[src/logic/pclpc_regs.svh]
// Register offsets, field positions, reset values and bus codes of the clock control block
`ifndef PCLPC_REGS_SVH
`define PCLPC_REGS_SVH

// ----------------------------------------------------------------
// Register byte offsets
// ----------------------------------------------------------------
`define PCLPC_ADDR_W            8
`define PCLPC_OFS_PLL_CONTROL   8'h00
`define PCLPC_OFS_CONFIG        8'h04
`define PCLPC_OFS_BREAK_FLAG    8'h08
`define PCLPC_OFS_STATUS        8'h0c

// ----------------------------------------------------------------
// Field positions
// ----------------------------------------------------------------
`define PCLPC_PLLCTRL_IE_BIT    0
`define PCLPC_PLLCTRL_FLAG_BIT  1
`define PCLPC_PLLCTRL_LOCK_BIT  2
`define PCLPC_PLLCTRL_BSS_BIT   3
`define PCLPC_PLLCTRL_PON_BIT   4
`define PCLPC_CONFIG_ORS_BIT    0
`define PCLPC_BRK_BCE_BIT       0
`define PCLPC_STAT_MODE_LSB     0
`define PCLPC_STAT_OSC_BIT      2
`define PCLPC_STAT_PLL_BIT      3
`define PCLPC_STAT_BUSCLK_BIT   4
`define PCLPC_STAT_BREAK_BIT    5

// ----------------------------------------------------------------
// Reset values
// ----------------------------------------------------------------
`define PCLPC_RST_IE            1'b0
`define PCLPC_RST_BSS           1'b0
`define PCLPC_RST_PON           1'b1
`define PCLPC_RST_ORS           1'b0
`define PCLPC_RST_BCE           1'b0

// ----------------------------------------------------------------
// Bus response codes
// ----------------------------------------------------------------
`define PCLPC_RESP_OKAY         2'b00
`define PCLPC_RESP_SLVERR       2'b10

`endif

[src/logic/pclpc_pkg.sv]
// Types of the clock control block
package pclpc_pkg;

  typedef enum logic [1:0] {
    PCLPC_RUN,
    PCLPC_WAIT,
    PCLPC_STOP
  } pclpc_mode_t;

  typedef struct packed {
    pclpc_mode_t mode;
    logic        pll_ie;
    logic        pll_interrupt_flag;
    logic        bus_source_select;
    logic        pll_power_on;
    logic        osc_run_in_stop;
    logic        break_clear_enable;
    logic        lock_q;
    logic        aw_have;
    logic [7:0]  awaddr;
    logic        w_have;
    logic [7:0]  wdata;
    logic        wstrb0;
    logic        bvalid;
    logic [1:0]  bresp;
    logic        rvalid;
    logic [1:0]  rresp;
    logic [31:0] rdata;
  } pclpc_state_t;

endpackage

[src/logic/pclpc_sync.sv]
// Three-stage synchroniser for asynchronous inputs
`timescale 1ns/1ns
module pclpc_sync #(
  parameter int WIDTH = 1
) (
  input  wire logic             core_clk_i,
  input  wire logic             arst_n_i,
  input  wire logic [WIDTH-1:0] async_i,
  output logic      [WIDTH-1:0] stage2_o,
  output logic      [WIDTH-1:0] stage3_o
);

  // ----------------------------------------------------------------
  // Per-bit flop chain
  // ----------------------------------------------------------------
  for (genvar gi = 0; gi < WIDTH; gi++) begin : g_bit
    logic s1_ff;
    logic s2_ff;
    logic s3_ff;
    always_ff @(posedge core_clk_i or negedge arst_n_i) begin
      if (!arst_n_i) begin
        s1_ff <= 1'b0;
        s2_ff <= 1'b0;
        s3_ff <= 1'b0;
      end else begin
        s1_ff <= async_i[gi];
        s2_ff <= s1_ff;
        s3_ff <= s2_ff;
      end
    end
    assign stage2_o[gi] = s2_ff;
    assign stage3_o[gi] = s3_ff;
  end

endmodule

[src/logic/pclpc_top.sv]
// Clock generator control for wait, stop and break states with an AXI4-Lite register port
//
// Notes on behaviour
// - A write selecting the PLL clock as bus source is taken even while lock reads zero.
// - Entering wait changes nothing in oscillator, PLL or bus clock source.
// - Clearing source select and PLL power-on disengages the PLL and powers it down.
// - A PLL left powered but disengaged keeps running through wait for instant reuse.
// - With interrupt enable set, a powered PLL raises its interrupt on lock gained or lost and that wakes the core from wait.
// - With run-in-stop clear, stop turns off oscillator and PLL and holds all clock outputs low.
// - Stop while the PLL clock drives the bus clears source select, falling back to crystal clock.
// - After stop the bus runs from the crystal clock and source select stays clear until rewritten.
// - With run-in-stop set, stop turns off the PLL while the oscillator keeps running.
// - With break clear enabled, a flag cleared during break stays cleared after break.
// - With break clear disabled, register accesses during break leave the PLL flag untouched.
`timescale 1ns/1ns
`include "pclpc_regs.svh"
module pclpc_top (
  input  wire logic        core_clk_i,
  input  wire logic        arst_n_i,
  // AXI4-Lite slave
  input  wire logic [7:0]  s_axi_awaddr_i,
  input  wire logic        s_axi_awvalid_i,
  output logic             s_axi_awready_o,
  input  wire logic [31:0] s_axi_wdata_i,
  input  wire logic [3:0]  s_axi_wstrb_i,
  input  wire logic        s_axi_wvalid_i,
  output logic             s_axi_wready_o,
  output logic [1:0]       s_axi_bresp_o,
  output logic             s_axi_bvalid_o,
  input  wire logic        s_axi_bready_i,
  input  wire logic [7:0]  s_axi_araddr_i,
  input  wire logic        s_axi_arvalid_i,
  output logic             s_axi_arready_o,
  output logic [31:0]      s_axi_rdata_o,
  output logic [1:0]       s_axi_rresp_o,
  output logic             s_axi_rvalid_o,
  input  wire logic        s_axi_rready_i,
  // Core and system integration unit
  input  wire logic        wait_exec_i,
  input  wire logic        stop_exec_i,
  input  wire logic        stop_wake_i,
  input  wire logic        wait_wake_i,
  input  wire logic        break_state_i,
  // Analog PLL and oscillator
  input  wire logic        pll_lock_i,
  output logic             osc_enable_o,
  output logic             pll_enable_o,
  output logic             bus_source_select_o,
  output logic             crystal_clock_en_o,
  output logic             bus_clock_source_out_en_o,
  output logic             clock_gen_interrupt_o,
  output logic             wake_from_wait_o
);

  // ----------------------------------------------------------------
  // State and lock synchroniser
  // ----------------------------------------------------------------
  pclpc_pkg::pclpc_state_t st_ff;
  pclpc_pkg::pclpc_state_t nxt_st;
  logic                    lock_s2;
  logic                    lock_s3;
  logic                    stopped_off;
  logic                    in_stop;
  logic                    irq_raw;
  logic                    do_wr;
  logic                    wr_ok;
  logic                    rd_ok;
  logic                    clr_allowed;
  logic                    flag_set;
  logic [31:0]             rd_word;

  pclpc_sync #(
    .WIDTH (1)
  ) u_lock_sync (
    .core_clk_i (core_clk_i),
    .arst_n_i   (arst_n_i),
    .async_i    (pll_lock_i),
    .stage2_o   (lock_s2),
    .stage3_o   (lock_s3)
  );

  // ----------------------------------------------------------------
  // Clock outputs
  // ----------------------------------------------------------------
  assign in_stop     = (st_ff.mode == pclpc_pkg::PCLPC_STOP);
  assign stopped_off = in_stop && !st_ff.osc_run_in_stop;
  assign irq_raw     = st_ff.pll_interrupt_flag && st_ff.pll_ie;

  assign osc_enable_o              = !stopped_off;
  assign pll_enable_o              = st_ff.pll_power_on && !in_stop;
  assign bus_source_select_o       = st_ff.bus_source_select;
  assign crystal_clock_en_o        = !stopped_off;
  assign bus_clock_source_out_en_o = !stopped_off;
  assign clock_gen_interrupt_o     = irq_raw && !stopped_off;
  assign wake_from_wait_o          = (st_ff.mode == pclpc_pkg::PCLPC_WAIT) && irq_raw;

  // ----------------------------------------------------------------
  // Bus handshakes and outputs
  // ----------------------------------------------------------------
  assign s_axi_awready_o = !st_ff.aw_have;
  assign s_axi_wready_o  = !st_ff.w_have;
  assign s_axi_arready_o = !st_ff.rvalid;
  assign s_axi_bvalid_o  = st_ff.bvalid;
  assign s_axi_bresp_o   = st_ff.bresp;
  assign s_axi_rvalid_o  = st_ff.rvalid;
  assign s_axi_rresp_o   = st_ff.rresp;
  assign s_axi_rdata_o   = st_ff.rdata;

  // ----------------------------------------------------------------
  // Read data mux
  // ----------------------------------------------------------------
  always_comb begin
    rd_word = 32'h0000_0000;
    rd_ok   = 1'b1;
    case (s_axi_araddr_i)
      `PCLPC_OFS_PLL_CONTROL: begin
        rd_word[`PCLPC_PLLCTRL_IE_BIT]   = st_ff.pll_ie;
        rd_word[`PCLPC_PLLCTRL_FLAG_BIT] = st_ff.pll_interrupt_flag;
        rd_word[`PCLPC_PLLCTRL_LOCK_BIT] = st_ff.lock_q;
        rd_word[`PCLPC_PLLCTRL_BSS_BIT]  = st_ff.bus_source_select;
        rd_word[`PCLPC_PLLCTRL_PON_BIT]  = st_ff.pll_power_on;
      end
      `PCLPC_OFS_CONFIG: begin
        rd_word[`PCLPC_CONFIG_ORS_BIT] = st_ff.osc_run_in_stop;
      end
      `PCLPC_OFS_BREAK_FLAG: begin
        rd_word[`PCLPC_BRK_BCE_BIT] = st_ff.break_clear_enable;
      end
      `PCLPC_OFS_STATUS: begin
        rd_word[`PCLPC_STAT_MODE_LSB +: 2] = st_ff.mode;
        rd_word[`PCLPC_STAT_OSC_BIT]       = osc_enable_o;
        rd_word[`PCLPC_STAT_PLL_BIT]       = pll_enable_o;
        rd_word[`PCLPC_STAT_BUSCLK_BIT]    = bus_clock_source_out_en_o;
        rd_word[`PCLPC_STAT_BREAK_BIT]     = break_state_i;
      end
      default: begin
        rd_ok = 1'b0;
      end
    endcase
  end

  // ----------------------------------------------------------------
  // Next-state logic
  // ----------------------------------------------------------------
  always_comb begin
    nxt_st      = st_ff;
    do_wr       = st_ff.aw_have && st_ff.w_have && !st_ff.bvalid;
    wr_ok       = 1'b0;
    clr_allowed = !break_state_i || st_ff.break_clear_enable;
    flag_set    = 1'b0;

    // Lock level counts once stages two and three agree
    if (lock_s2 == lock_s3) begin
      nxt_st.lock_q = lock_s3;
    end
    if (st_ff.pll_power_on && !in_stop && (nxt_st.lock_q != st_ff.lock_q)) begin
      flag_set = 1'b1;
    end

    // Write channel capture
    if (s_axi_awvalid_i && !st_ff.aw_have) begin
      nxt_st.aw_have = 1'b1;
      nxt_st.awaddr  = s_axi_awaddr_i;
    end
    if (s_axi_wvalid_i && !st_ff.w_have) begin
      nxt_st.w_have = 1'b1;
      nxt_st.wdata  = s_axi_wdata_i[7:0];
      nxt_st.wstrb0 = s_axi_wstrb_i[0];
    end
    if (st_ff.bvalid && s_axi_bready_i) begin
      nxt_st.bvalid = 1'b0;
    end

    // Register write; flag bit is read-only so writes never touch it
    if (do_wr) begin
      nxt_st.aw_have = 1'b0;
      nxt_st.w_have  = 1'b0;
      nxt_st.bvalid  = 1'b1;
      case (st_ff.awaddr)
        `PCLPC_OFS_PLL_CONTROL: begin
          wr_ok = 1'b1;
          if (st_ff.wstrb0) begin
            nxt_st.pll_ie            = st_ff.wdata[`PCLPC_PLLCTRL_IE_BIT];
            nxt_st.bus_source_select = st_ff.wdata[`PCLPC_PLLCTRL_BSS_BIT];
            nxt_st.pll_power_on      = st_ff.wdata[`PCLPC_PLLCTRL_PON_BIT];
          end
        end
        `PCLPC_OFS_CONFIG: begin
          wr_ok = 1'b1;
          if (st_ff.wstrb0) begin
            nxt_st.osc_run_in_stop = st_ff.wdata[`PCLPC_CONFIG_ORS_BIT];
          end
        end
        `PCLPC_OFS_BREAK_FLAG: begin
          wr_ok = 1'b1;
          if (st_ff.wstrb0) begin
            nxt_st.break_clear_enable = st_ff.wdata[`PCLPC_BRK_BCE_BIT];
          end
        end
        `PCLPC_OFS_STATUS: begin
          wr_ok = 1'b1;
        end
        default: begin
          wr_ok = 1'b0;
        end
      endcase
      nxt_st.bresp = wr_ok ? `PCLPC_RESP_OKAY : `PCLPC_RESP_SLVERR;
    end

    // Read channel; a control register read clears the flag when allowed
    if (st_ff.rvalid && s_axi_rready_i) begin
      nxt_st.rvalid = 1'b0;
    end
    if (s_axi_arvalid_i && !st_ff.rvalid) begin
      nxt_st.rvalid = 1'b1;
      nxt_st.rdata  = rd_word;
      nxt_st.rresp  = rd_ok ? `PCLPC_RESP_OKAY : `PCLPC_RESP_SLVERR;
      if ((s_axi_araddr_i == `PCLPC_OFS_PLL_CONTROL) && clr_allowed) begin
        nxt_st.pll_interrupt_flag = 1'b0;
      end
    end
    if (flag_set) begin
      nxt_st.pll_interrupt_flag = 1'b1;
    end

    // Low-power mode sequencing
    case (st_ff.mode)
      pclpc_pkg::PCLPC_RUN: begin
        if (stop_exec_i) begin
          nxt_st.mode              = pclpc_pkg::PCLPC_STOP;
          nxt_st.bus_source_select = 1'b0;
        end else if (wait_exec_i) begin
          nxt_st.mode = pclpc_pkg::PCLPC_WAIT;
        end
      end
      pclpc_pkg::PCLPC_WAIT: begin
        if (wait_wake_i || irq_raw) begin
          nxt_st.mode = pclpc_pkg::PCLPC_RUN;
        end
      end
      pclpc_pkg::PCLPC_STOP: begin
        nxt_st.bus_source_select = 1'b0;
        if (stop_wake_i) begin
          nxt_st.mode = pclpc_pkg::PCLPC_RUN;
        end
      end
      default: begin
        nxt_st.mode = pclpc_pkg::PCLPC_RUN;
      end
    endcase
  end

  // ----------------------------------------------------------------
  // State register
  // ----------------------------------------------------------------
  always_ff @(posedge core_clk_i or negedge arst_n_i) begin
    if (!arst_n_i) begin
      st_ff                    <= '0;
      st_ff.mode               <= pclpc_pkg::PCLPC_RUN;
      st_ff.pll_ie             <= `PCLPC_RST_IE;
      st_ff.bus_source_select  <= `PCLPC_RST_BSS;
      st_ff.pll_power_on       <= `PCLPC_RST_PON;
      st_ff.osc_run_in_stop    <= `PCLPC_RST_ORS;
      st_ff.break_clear_enable <= `PCLPC_RST_BCE;
    end else begin
      st_ff <= nxt_st;
    end
  end

endmodule

[config.mk]
export PLATFORM = sky130hd
export DESIGN_NAME = pclpc_top
export DESIGN_NICKNAME = d
export VERILOG_FILES = /design/src/logic/pclpc_pkg.sv /design/src/logic/pclpc_sync.sv /design/src/logic/pclpc_top.sv
export VERILOG_INCLUDE_DIRS = /design/src /design/src/logic
export SDC_FILE = /design/constraint.sdc
export NUM_CORES = 1
export LEC_CHECK = 0
export BUFFER_PORTS_ARGS = -buffer_cell sky130_fd_sc_hd__buf_4
export CAP_MARGIN = 20
export CELL_PAD_IN_SITES_DETAIL_PLACEMENT = 0
export CELL_PAD_IN_SITES_GLOBAL_PLACEMENT = 1
export CORE_ASPECT_RATIO = 1.75
export CORE_MARGIN = 2
export CORE_UTILIZATION = 31
export DETAILED_ROUTE_END_ITERATION = 6
export GPL_TIMING_DRIVEN = 0
export PLACE_DENSITY = 0.82
export SYNTH_ARGS = -nofsm -noshare
export SYNTH_HDL_FRONTEND = slang
export SYNTH_SLANG_ARGS = --single-unit
export TNS_END_PERCENT = 50
[constraint.sdc]
create_clock -name core_clk_i -period 1.78 [get_ports core_clk_i]
set_input_delay 0.178 -clock core_clk_i [delete_from_list [all_inputs] [get_ports core_clk_i]]
set_output_delay 0.178 -clock core_clk_i [all_outputs]
set_load 0.005 [all_outputs]
==> results of run 1 <==
-- state kept, by name (all words and copies together) (netlist names) --
name and flops:
s_axi_rresp_o 1, s_axi_bresp_o 1, s_axi_rdata_o 6, u_lock_sync.stage2_o 1
bus_source_select_o 1, st_ff 22, s_axi_rvalid_o 1, s_axi_bvalid_o 1
u_lock_sync.stage3_o 1, u_lock_sync.g_bit.s1_ff 1
-- repair_timing --
item	CTS	global route
setup endpoints to repair	1	0
endpoints found under the hold margin	36	0
hold buffers	2	0
resized for setup	1	0
-- per-layer routing --
metal  wire (um)  global-route usage [%]  share of wire, %
met3         270                   3.253               7.2
met1        1366                   11.56                36
met4          32                   3.333              0.85
met2        2100                   22.27                56
met5           0                       0                 0
-- final cells by class --
class	count	area (um2)
Inverter	5	18.77
Multi-Input combinational cell	114	758.2
Buffer	40	295.3
Clock inverter	1	30.03
Sequential cell	36	902.1
Fill cell	574	3271
Clock buffer	7	96.34
Tap cell	78	97.59
Timing Repair Buffer	54	410.4
-- report_power, final --
| group | leakage, nW | total, mW | internal (mW) | switching, mW |
|---|---|---|---|---|
| Sequential | 0.443 | 1.27 | 1.05 | 0.218 |
| Combinational | 0.818 | 0.822 | 0.509 | 0.313 |
| Clock | 0.0645 | 0.781 | 0.494 | 0.287 |
-- worst max-delay path, stage by stage, from the launching register on --
cell	delay, ns
dfrtp_1	0.46
or3b_4	0.47
and3_1	0.20
buf_4	0.13
-- cells in the mapped netlist (2+ instances only) --
library cell | number | area, um2
nor2_1 | 9 | 33.78
mux2_1 | 2 | 22.52
nand3b_1 | 2 | 15.01
nand2_1 | 10 | 37.54
nand2b_1 | 3 | 18.77
inv_1 | 5 | 18.77
nor3b_1 | 2 | 15.01
nor2b_1 | 4 | 25.02
a21oi_1 | 3 | 15.01
buf_2 | 2 | 10.01
nand4_1 | 3 | 18.77
a22oi_1 | 3 | 22.52
buf_4 | 38 | 285.3
mux2_2 | 15 | 168.9
o21ai_0 | 8 | 40.04
and4b_1 | 3 | 30.03
dfrtp_1 | 35 | 875.8
-- metrics by stage --
step           util (%)  area, um2  hold slack, ns
2_1_floorplan         -       1972         -0.1176
3_3_place_gp      41.84       2460          0.1621
3_5_place_dp      41.84       2460          0.1652
4_1_cts           44.37       2609         0.05726
5_1_grt           44.37       2609         0.05548
6_report          44.37       2609         0.06137
-- logic make-up (layout without fill, tap and decap cells) --
family	count (synthesis)	count (layout)
muxes	19	19
adders and majority gates	1	1
AOI/OAI and AO/OA	21	21
buffers and inverters	45	107
and+or+nand+nor	45	45
DFF	36	36
other	1	28
-- worst max path at each step --
stage | startpoint | end | cells past startpoint
final | st_ff[64] | clock_gen_interrupt_o | 3
after global routing | st_ff[65] | clock_gen_interrupt_o | 3
after CTS | st_ff[64] | clock_gen_interrupt_o | 3
after detailed placement | st_ff[49] | st_ff[63] | 3
after global placement | st_ff[49] | st_ff[63] | 3
after floorplan | st_ff[49] | st_ff[63] | 3
==> qor.log, run 1 <==
INFO  min_path       hold_start=stop_wake_i
INFO  sta            timing_max_transition_violations_final=0
INFO  clock_network  cts.reportedPaths.clkPinSlew=0.07ns
INFO  synth          synth_compound_gate_area_share=7.090%
INFO  clock_network  cts_setup_buffers=0
INFO  critical_path  ff2ff_setup_slack=0.29ns
INFO  route          firstDrtPassIters=4
INFO  sta            post-route-worst-setup-slack=0.07109ns
INFO  synth          netlist_instances=168
INFO  min_path       holdCritPathClass=primary input to flop
INFO  sta            total_negative_setup_slack=0ns
INFO  synth          post_synth.cell_area_avg=11.13um2
INFO  route          via_count=1375
INFO  floorplan      die_area=6696um2
INFO  global_route   grt-ovfl-total=0
INFO  sta            worst_slew_margin_rel=64.23%
INFO  floorplan      die_width=62.72um
INFO  final_layout   final-instance-count-excl-fill=335
INFO  clock_network  tritoncts=yes
INFO  final_layout   final_common_cell=buf_4
INFO  route          post_route_ant_nets=0
INFO  route          first_iter_violations=24
INFO  floorplan      starting_density_of_the_core=31.82%
INFO  route          detail_route.drc_violations=0
INFO  clock_network  cts_root_buffer=clkbuf_8
INFO  floorplan      floorplan.rows=37
INFO  clock_network  cts_buffer_depth=2
INFO  placement      post-place-ws=0.2896ns
INFO  placement      port_buffer_cells=52
INFO  synth          synth.area.mux_share=11.97%
INFO  route          wire_per_inst=11.25um
INFO  sta            clock.fmax=585.2MHz
INFO  synth          yosysWarningCount=0
INFO  sta            tightestPinTransition=0.5316ns
INFO  final_layout   layout-area-overhead-vs-synth=39.46%
INFO  synth          synth.ff_latch_count=36
INFO  final_layout   layout_common_cells=90 x buf_4, 35 x dfrtp_1, 28 x conb_1
INFO  status         outcome=finished, final reports clean
INFO  critical_path  r2r-start=st_ff[49]
INFO  placement      placed_cells=325
INFO  sta            finalSetupViolations=0
INFO  sta            finalHoldViolCount=0
INFO  power_and_ir_drop design_power_total=2.870mW
INFO  critical_path  reg2reg_depth=3
INFO  clock_network  clock_sinks=36
INFO  route          routed_via_density=4.104
INFO  synth          largest_family_of_logic_cells_by_synthesized_area=buffers and inverters
INFO  sta            rsz_0062_raised_after_global_routing=no
INFO  critical_path  timing.setup.critical_path_class=flop to output pin
INFO  floorplan      chipHeight=106.8um
INFO  critical_path  setup.worst_path.end_class=output pin
INFO  global_route   grtUsageTotal=11.44%
INFO  sta            final.min_clock_period=1.709ns
INFO  synth          synth_sequential_area_ratio=48.23%
INFO  synth          synthAdderAreaFrac=0.5351%
INFO  floorplan      core_area=5879um2
INFO  power_and_ir_drop p_leak=1.325nW
INFO  synth          synth_edf_count=0
INFO  route          wl=3.769mm
INFO  critical_path  crit_path_max_fanout=7
INFO  synth          synth_async_sr_flop_share=100.0%
INFO  placement      gp_congestion=0.7577
INFO  synth          post_synth_num_cell_types=38
INFO  global_route   number_of_antenna_violations_at_the_first_check_in_global_routing=0
INFO  synth          synth_flop_cell=dfrtp_1
INFO  min_path       whs_path_depth=2
INFO  global_route   first_pass_grt_wire_length=6.044mm
INFO  critical_path  required=1.60ns
INFO  final_layout   finish.net_count=321
INFO  critical_path  cp_data_arrival_time=1.53ns
INFO  clock_network  clk-insertion-delay-late=0.28ns
INFO  global_route   number_of_global_route_vias_before_repair=1298
INFO  critical_path  startpoint_type=flop
INFO  clock_network  htree_levels=2
INFO  sta            ratio_of_final_minimum_period_to_clock_period=96.01%
INFO  placement      detailed_place_hpwl=3.035mm
INFO  job            cap_viol_max_count=0
INFO  min_path       timing.hold.worst_endpoint=st_ff[65]
INFO  final_layout   layout_cell_share_with_drive_strength_beyond_1=47.08%
INFO  critical_path  crit-reg2reg-capture=st_ff[63]
INFO  sta            finClkSkew=0.001773ns
INFO  power_and_ir_drop worst_ir_drop_vdd=0.5518mV
INFO  final_layout   antenna-diode-count=0
INFO  global_route   grt_start_max_net_pins=37
INFO  clock_network  cts_made_buffers=5
INFO  floorplan      design.portCount=113
INFO  power_and_ir_drop pwr_density_cell=1100nW/um2
INFO  synth          yosys.area_share.simple=15.18%
INFO  synth          area_share_of_xor_xnor_cells_in_the_synthesized_design=0%
INFO  synth          synth_area=1871um2
(Power assumes the default switching activity.)
==> run 2: changes to the inputs <==
==> constraint.sdc (replaced) <==
create_clock -name core_clk_i -period 1.78 [get_ports core_clk_i]
set_input_delay 0.356 -clock core_clk_i [delete_from_list [all_inputs] [get_ports core_clk_i]]
set_output_delay 0.356 -clock core_clk_i [all_outputs]
set_load 0.005 [all_outputs]
==> qor.log, run 2 (synthesis results as in run 1) <==
INFO  final_layout   layout_cell_share_with_drive_strength_beyond_1=49.62% [was 47.08%]
INFO  clock_network  cts_buffer_depth=2 [unchanged]
INFO  clock_network  clock_sinks=36 [unchanged]
INFO  power_and_ir_drop worst_ir_drop_vdd=0.5617mV [was 0.5518 mV]
INFO  sta            tightestPinTransition=0.5316ns [unchanged]
INFO  status         outcome=finished, final reports clean [unchanged]
INFO  critical_path  largest_delay_contributor_family_on_the_critical_path=simple AND/OR/NAND/NOR gates [unchanged]
INFO  route          via_count=1409 [was 1375]
INFO  final_layout   final-instance-count-excl-fill=338 [was 335]
INFO  critical_path  required=1.42ns [was 1.60 ns]
INFO  sta            finalHoldViolCount=0 [unchanged]
INFO  final_layout   filler_cell_count=569 [was 574]
INFO  route          wire_per_inst=11.50um [was 11.25 um]
INFO  route          wl=3.887mm [was 3.769 mm]
INFO  route          first_iter_violations=20 [was 24]
INFO  floorplan      core_area=5879um2 [unchanged]
INFO  final_layout   final_common_cell=buf_4 [unchanged]
INFO  route          detail_route.drc_violations=0 [unchanged]
INFO  critical_path  crit_path_max_fanout=5 [was 7]
INFO  global_route   number_of_antenna_violations_at_the_first_check_in_global_routing=0 [unchanged]
INFO  floorplan      chipHeight=106.8um [unchanged]
INFO  sta            rsz_0062_raised_after_global_routing=yes [was no]
INFO  critical_path  startpoint_type=flop [unchanged]
INFO  placement      placed_cells=325 [unchanged]
INFO  final_layout   layout_common_cells=94 x buf_4, 33 x dfrtp_1, 28 x conb_1 [was 90 x buf_4, 35 x dfrtp_1, 28 x conb_1]
INFO  sta            ratio_of_final_minimum_period_to_clock_period=97.76% [was 96.01%]
INFO  final_layout   largest_register_ffs=22 [unchanged]
INFO  route          firstDrtPassIters=4 [unchanged]
INFO  clock_network  cts.reportedPaths.clkPinSlew=0.08ns [was 0.07 ns]
INFO  clock_network  htree_levels=2 [unchanged]
INFO  critical_path  worstPathCellList=or3b_4, and3_4, buf_6 [was or3b_4, and3_1, buf_4]
INFO  critical_path  critical_path.n_buffers_inverters=1 [unchanged]
INFO  sta            finClkSkew=0.004892ns [was 0.001773 ns]
INFO  final_layout   antenna-diode-count=0 [unchanged]
INFO  global_route   grt_start_max_net_pins=37 [unchanged]
INFO  clock_network  cts_root_buffer=clkbuf_8 [unchanged]
INFO  floorplan      die_area=6696um2 [unchanged]
INFO  critical_path  timing.setup.critical_path_class=flop to output pin [unchanged]
INFO  critical_path  setup.worst_path.end_class=output pin [unchanged]
INFO  power_and_ir_drop design_power_total=2.929mW [was 2.870 mW]
INFO  critical_path  crit_slowest_cell=dfrtp_2 [was or3b_4]
INFO  critical_path  cp_data_arrival_time=1.38ns [was 1.53 ns]
INFO  placement      detailed_place_hpwl=3.035mm [unchanged]
INFO  sta            finalSetupViolations=0 [unchanged]
INFO  clock_network  tritoncts=yes [unchanged]
INFO  sta            timing_max_transition_violations_final=0 [unchanged]
INFO  critical_path  critical-path-max-stage-delay=0.42ns [was 0.47 ns]
INFO  sta            worst_slew_margin_rel=64.23% [unchanged]
INFO  floorplan      die_width=62.72um [unchanged]
INFO  route          routed_via_density=4.169 [was 4.104]
INFO  floorplan      starting_density_of_the_core=31.82% [unchanged]
INFO  floorplan      design.portCount=113 [unchanged]
INFO  placement      port_buffer_cells=52 [unchanged]
INFO  final_layout   top_register=st_ff [unchanged]
INFO  sta            total_negative_setup_slack=0ns [unchanged]
INFO  placement      dpl_cell_area=2460um2 [unchanged]
INFO  placement      post-place-ws=0.1347ns [was 0.2896 ns]
INFO  sta            post-route-worst-setup-slack=0.03985ns [was 0.07109 ns]
INFO  global_route   grtUsageTotal=11.79% [was 11.44%]
INFO  clock_network  cts_made_buffers=5 [unchanged]
INFO  sta            final.min_clock_period=1.740ns [was 1.709 ns]
INFO  min_path       holdCritPathClass=primary input to async pin [was primary input to flop]
INFO  floorplan      floorplan.rows=37 [unchanged]
INFO  global_route   first_pass_grt_wire_length=6.203mm [was 6.044 mm]
INFO  power_and_ir_drop p_leak=1.338nW [was 1.325 nW]
INFO  final_layout   layout-area-overhead-vs-synth=41.00% [was 39.46%]
INFO  global_route   number_of_global_route_vias_before_repair=1343 [was 1298]
INFO  power_and_ir_drop pwr_density_cell=1111nW/um2 [was 1100 nW/um2]
INFO  final_layout   finalInstanceArea=2638um2 [was 2609 um2]
INFO  global_route   grt-ovfl-total=0 [unchanged]
INFO  sta            clock.fmax=574.7MHz [was 585.2 MHz]
INFO  job            cap_viol_max_count=0 [unchanged]
INFO  clock_network  clk-insertion-delay-late=0.28ns [about the same]
INFO  route          post_route_ant_nets=0 [unchanged]
INFO  placement      gp_congestion=0.7577 [unchanged]
INFO  final_layout   finish.net_count=324 [was 321]
[run 2: cell count changes in the layout (fill, tap and decap cells not counted), sizes merged]
cell	delta
buf	+5
dlygate4sd3	-2
[run 2: routing by layer]
layer / global-route usage, % / vias to the layer above / wire length, um
li1: - / 697 / -
met1: 11.55 / 641 / 1378
met2: 23.27 / 66 / 2179
met3: 3.463 / 5 / 296
met4: 3.492 / 0 / 32
met5: 0 / - / 0
[run 2: timing repair]
item	in CTS	in global routing
pin swaps	2	0
resized for setup	4	1
setup endpoints to repair	4	1
hold buffers	0	0
buffers inserted	5	0
[run 2: where the power goes]
part,internal [mW],switching (mW),total (mW)
Sequential,1.05,0.205,1.26
Clock,0.494,0.293,0.787
Combinational,0.547,0.339,0.886
Total,2.09,0.837,2.93
[run 2: through the flow]
stage	hold slack [ns]	utilization [%]
detailed placement	0.3358	41.84
finish	0.01344	44.86
floorplan	0.06041	-
global route	0.04956	44.86
global placement	0.3371	41.84
CTS	0.03702	44.80
[run 2: area by class of cell]
class                           count  area (um2)  area share, %
Tap cell                           78       97.59          3.700
Buffer                             40       295.3          11.20
Inverter                            5       18.77         0.7116
Sequential cell                    36       904.6          34.30
Timing Repair Buffer               57       431.7          16.37
Clock inverter                      1       30.03          1.139
Multi-Input combinational cell    114       763.2          28.94
Clock buffer                        7       96.34          3.653
[run 2: path summary, 6_finish.rpt]
check	from	end	slack, ns	depth (start not counted)
setup / recovery	st_ff[64]	clock_gen_interrupt_o	0.04	3
max in group asynchronous	arst_n_i	st_ff[60]	1.42	1
min in group core_clk_i	pll_lock_i	u_lock_sync.g_bit[0].s1_ff	0.18	1
hold reg to reg	u_lock_sync.g_bit[0].s1_ff	u_lock_sync.stage2_o	0.35	0
setup reg to reg	st_ff[49]	st_ff[63]	0.29	3
hold / removal	arst_n_i	st_ff[64]	0.01	1
==> run 3: changes to the inputs <==
Settings changed: SYNTH_HIERARCHICAL from default to 1.
==> qor.log, run 3 <==
INFO  status         outcome=finished, final reports clean [unchanged]
INFO  route          routed_via_density=4.110 [was 4.169]
INFO  placement      port_buffer_cells=52 [unchanged]
INFO  synth          synth_flop_cell=dfrtp_1 [unchanged]
INFO  synth          synth.ff_latch_count=36 [unchanged]
INFO  sta            finalHoldViolCount=0 [unchanged]
INFO  sta            clock.fmax=576.7MHz [was 574.7 MHz]
INFO  synth          yosysWarningCount=6 [was 0]
INFO  critical_path  startpoint=st_ff[59] [was st_ff[64]]
INFO  final_layout   layout-area-overhead-vs-synth=38.35% [was 41.00%]
INFO  synth          most_frequent_cells_after_synthesis=38 x buf_4, 35 x dfrtp_1, 15 x mux2_2 [unchanged]
INFO  synth          post_synth_top_area_cell=dfrtp_1 [unchanged]
INFO  global_route   grt-ovfl-total=0 [unchanged]
INFO  global_route   number_of_global_route_vias_before_repair=1333 [was 1343]
INFO  synth          post_synth.cell_area_avg=11.19um2 [was 11.13 um2]
INFO  global_route   number_of_antenna_violations_at_the_first_check_in_global_routing=0 [unchanged]
INFO  placement      gp_congestion=0.8348 [was 0.7577]
INFO  sta            ratio_of_final_minimum_period_to_clock_period=97.42% [was 97.76%]
INFO  synth          synthAdderAreaFrac=0.5326% [was 0.5351%]
INFO  synth          synth_async_sr_flop_share=100.0% [unchanged]
INFO  synth          area_share_of_xor_xnor_cells_in_the_synthesized_design=0% [unchanged]
INFO  route          first_iter_violations=38 [was 20]
INFO  clock_network  htree_levels=2 [unchanged]
INFO  sta            finClkSkew=0.008083ns [was 0.004892 ns]
INFO  final_layout   top_register=st_ff [unchanged]
INFO  critical_path  ff2ff_setup_slack=0.28ns [was 0.29 ns]
INFO  synth          library_cell_with_the_highest_instance_count_after_synthesis=buf_4 [unchanged]
INFO  final_layout   layout.core_utilization=44.22% [was 44.86%]
INFO  critical_path  critical-path-max-stage-delay=0.44ns [was 0.42 ns]
INFO  route          wire_per_inst=11.39um [was 11.50 um]
INFO  synth          largest_family_of_logic_cells_by_synthesized_area=buffers and inverters [unchanged]
INFO  power_and_ir_drop worst_ir_drop_vdd=0.7021mV [was 0.5617 mV]
INFO  final_layout   final_common_cell=buf_4 [unchanged]
INFO  sta            timing_max_transition_violations_final=0 [unchanged]
INFO  sta            final.min_clock_period=1.734ns [was 1.740 ns]
INFO  critical_path  r2r-start=st_ff[49] [unchanged]
INFO  global_route   first_pass_grt_wire_length=6.154mm [was 6.203 mm]
INFO  critical_path  worstPathCellList=or3b_4, and3_4, buf_6 [unchanged]
INFO  synth          synth_edf_count=0 [unchanged]
INFO  critical_path  critical_path_cell_count=3 [unchanged]
INFO  placement      post-place-ws=0.1330ns [was 0.1347 ns]
INFO  floorplan      die_width=62.86um [was 62.72 um]
INFO  final_layout   layout_cell_share_with_drive_strength_beyond_1=48.26% [was 49.62%]
INFO  floorplan      starting_density_of_the_core=31.96% [was 31.82%]
INFO  placement      detailed_place_hpwl=3.056mm [was 3.035 mm]
INFO  clock_network  cts_root_buffer=clkbuf_8 [unchanged]
INFO  route          firstDrtPassIters=4 [unchanged]
INFO  critical_path  setup.worst_path.end=clock_gen_interrupt_o [unchanged]
INFO  route          post_route_ant_nets=0 [unchanged]
INFO  power_and_ir_drop p_leak=1.319nW [was 1.338 nW]
INFO  route          detail_route.drc_violations=0 [unchanged]
INFO  final_layout   layout_common_cells=92 x buf_4, 34 x dfrtp_1, 28 x conb_1 [was 94 x buf_4, 33 x dfrtp_1, 28 x conb_1]
INFO  critical_path  crit_path_max_fanout=4 [was 5]
INFO  power_and_ir_drop pwr_density_cell=1039nW/um2 [was 1111 nW/um2]
INFO  clock_network  tritoncts=yes [unchanged]
INFO  route          via_count=1385 [was 1409]
INFO  final_layout   filler_cell_count=597 [was 569]
INFO  synth          netlist_instances=168 [unchanged]
INFO  floorplan      floorplan.rows=37 [unchanged]
INFO  job            cap_viol_max_count=0 [unchanged]
INFO  route          met3_wirelength=310um [was 296 um]
INFO  critical_path  crit-reg2reg-capture=st_ff[63] [unchanged]
INFO  route          detailroute.wirelength.met2=2.100mm [was 2.179 mm]
INFO  synth          yosys.area_share.simple=15.58% [was 15.18%]
INFO  clock_network  clk-insertion-delay-late=0.28ns [about the same]
INFO  sta            finalSetupViolations=0 [unchanged]
INFO  floorplan      chipHeight=107um [was 106.8 um]
INFO  final_layout   antenna-diode-count=0 [unchanged]
INFO  critical_path  timing.setup.critical_path_class=flop to output pin [unchanged]
INFO  route          wl=3.840mm [was 3.887 mm]
INFO  synth          synth.area.mux_share=11.92% [was 11.97%]
INFO  critical_path  critical_path.n_buffers_inverters=1 [unchanged]
INFO  clock_network  clock_sinks=36 [unchanged]
INFO  critical_path  cp_data_arrival_time=1.38ns [about the same]
INFO  final_layout   finish.net_count=323 [was 324]
INFO  synth          yosys-top-cells-area=dfrtp_1 47%, buf_4 15%, mux2_2 9.0%, o21ai_0 2.1%, nand2_1 2.0% [unchanged]
INFO  min_path       holdCritPathClass=primary input to async pin [unchanged]
INFO  clock_network  holdBufCountCts=0 [unchanged]
INFO  floorplan      core_area=5879um2 [unchanged]
INFO  synth          netlist.area_leader.share=46.60% [was 46.82%]
INFO  floorplan      die_area=6725um2 [was 6696 um2]
INFO  power_and_ir_drop design_power_total=2.700mW [was 2.929 mW]
INFO  sta            total_negative_setup_slack=0ns [unchanged]
INFO  final_layout   final-instance-count-excl-fill=337 [was 338]
INFO  critical_path  crit_slowest_cell=or3b_4 [was dfrtp_2]
INFO  critical_path  startpoint_type=flop [unchanged]
INFO  placement      placed_cells=325 [unchanged]
INFO  global_route   grt_start_max_net_pins=37 [unchanged]
INFO  sta            rsz_0062_raised_after_global_routing=yes [unchanged]
INFO  global_route   grtUsageTotal=11.81% [was 11.79%]
INFO  synth          synth_area=1879um2 [was 1871 um2]
INFO  clock_network  cts_buffer_depth=2 [unchanged]
INFO  synth          synth_compound_gate_area_share=7.057% [was 7.090%]
INFO  synth          synth_sequential_area_ratio=48.00% [was 48.23%]
INFO  critical_path  setup.worst_path.end_class=output pin [unchanged]
INFO  final_layout   largest_register_ffs=22 [unchanged]
INFO  route          met1_length=1.346mm [was 1.378 mm]
INFO  critical_path  required=1.42ns [about the same]
INFO  synth          post_synth_num_cell_types=38 [unchanged]
INFO  sta            post-route-worst-setup-slack=0.04592ns [was 0.03985 ns]
INFO  critical_path  largest_delay_contributor_family_on_the_critical_path=simple AND/OR/NAND/NOR gates [unchanged]
INFO  route          topRoutingLayerUsed=met4 [unchanged]
INFO  clock_network  cts.reportedPaths.clkPinSlew=0.07ns [was 0.08 ns]
INFO  floorplan      design.portCount=113 [unchanged]
INFO  critical_path  reg2reg_depth=3 [unchanged]
INFO  clock_network  cts_made_buffers=5 [unchanged]
run 3: cell counts after synthesis:
Identical to the previous run, type by type.
run 3: kinds of logic after synthesis:
| logic type | after synthesis |
|---|---|
| DFF | 36 |
| AOI/OAI and AO/OA | 21 |
| and+or+nand+nor | 45 |
| other | 1 |
| adders and majority gates | 1 |
| buffers and inverters | 45 |
| muxes | 19 |
run 3: worst min-delay path by stage:
stage	end	slack [ns]
after detailed placement	u_lock_sync/stage2_o	0.34
final	st_ff[57]	0.02
after global routing	u_lock_sync/stage2_o	0.04
after CTS	st_ff[54]	0.04
after global placement	u_lock_sync/stage2_o	0.33
after floorplan	bus_source_select_o	0.06
run 3: cell type report:
class                           count  area (um2)  share of cell area [%]
Buffer                             40       295.3                   11.36
Multi-Input combinational cell    114       772.0                   29.69
Tap cell                           78       97.59                   3.754
Clock inverter                      1       8.758                  0.3369
Inverter                            5       18.77                  0.7218
Clock buffer                        7       76.32                   2.936
Timing Repair Buffer               56       427.9                   16.46
Sequential cell                    36       903.4                   34.74
run 3: layer usage:
| layer | up-vias | track usage [%] |
|---|---|---|
| li1 | 694 | - |
| met1 | 619 | 11.13 |
| met2 | 64 | 22.89 |
| met3 | 8 | 3.673 |
| met4 | 0 | 5.079 |
| met5 | - | 0 |
run 3: what timing repair did:
action                                  CTS  global route
pin swaps                                 2             1
buffers inserted                          4             0
gates resized for setup                   3             2
endpoints found under the setup margin    4             2
run 3: metrics by stage:
| step | cell area [um2] | hold WS, ns |
|---|---|---|
| after floorplan | 1981 | 0.06041 |
| after detailed placement | 2469 | 0.3358 |
| final | 2600 | 0.01570 |
| after global placement | 2469 | 0.3336 |
| after CTS | 2592 | 0.03695 |
| after global routing | 2600 | 0.04454 |
run 3: power breakdown:
group          total [mW]  internal, mW  switching [mW]
sequential           1.25          1.05           0.201
combinational       0.885         0.544           0.342
clock               0.564         0.279           0.284
total                2.70          1.87           0.828
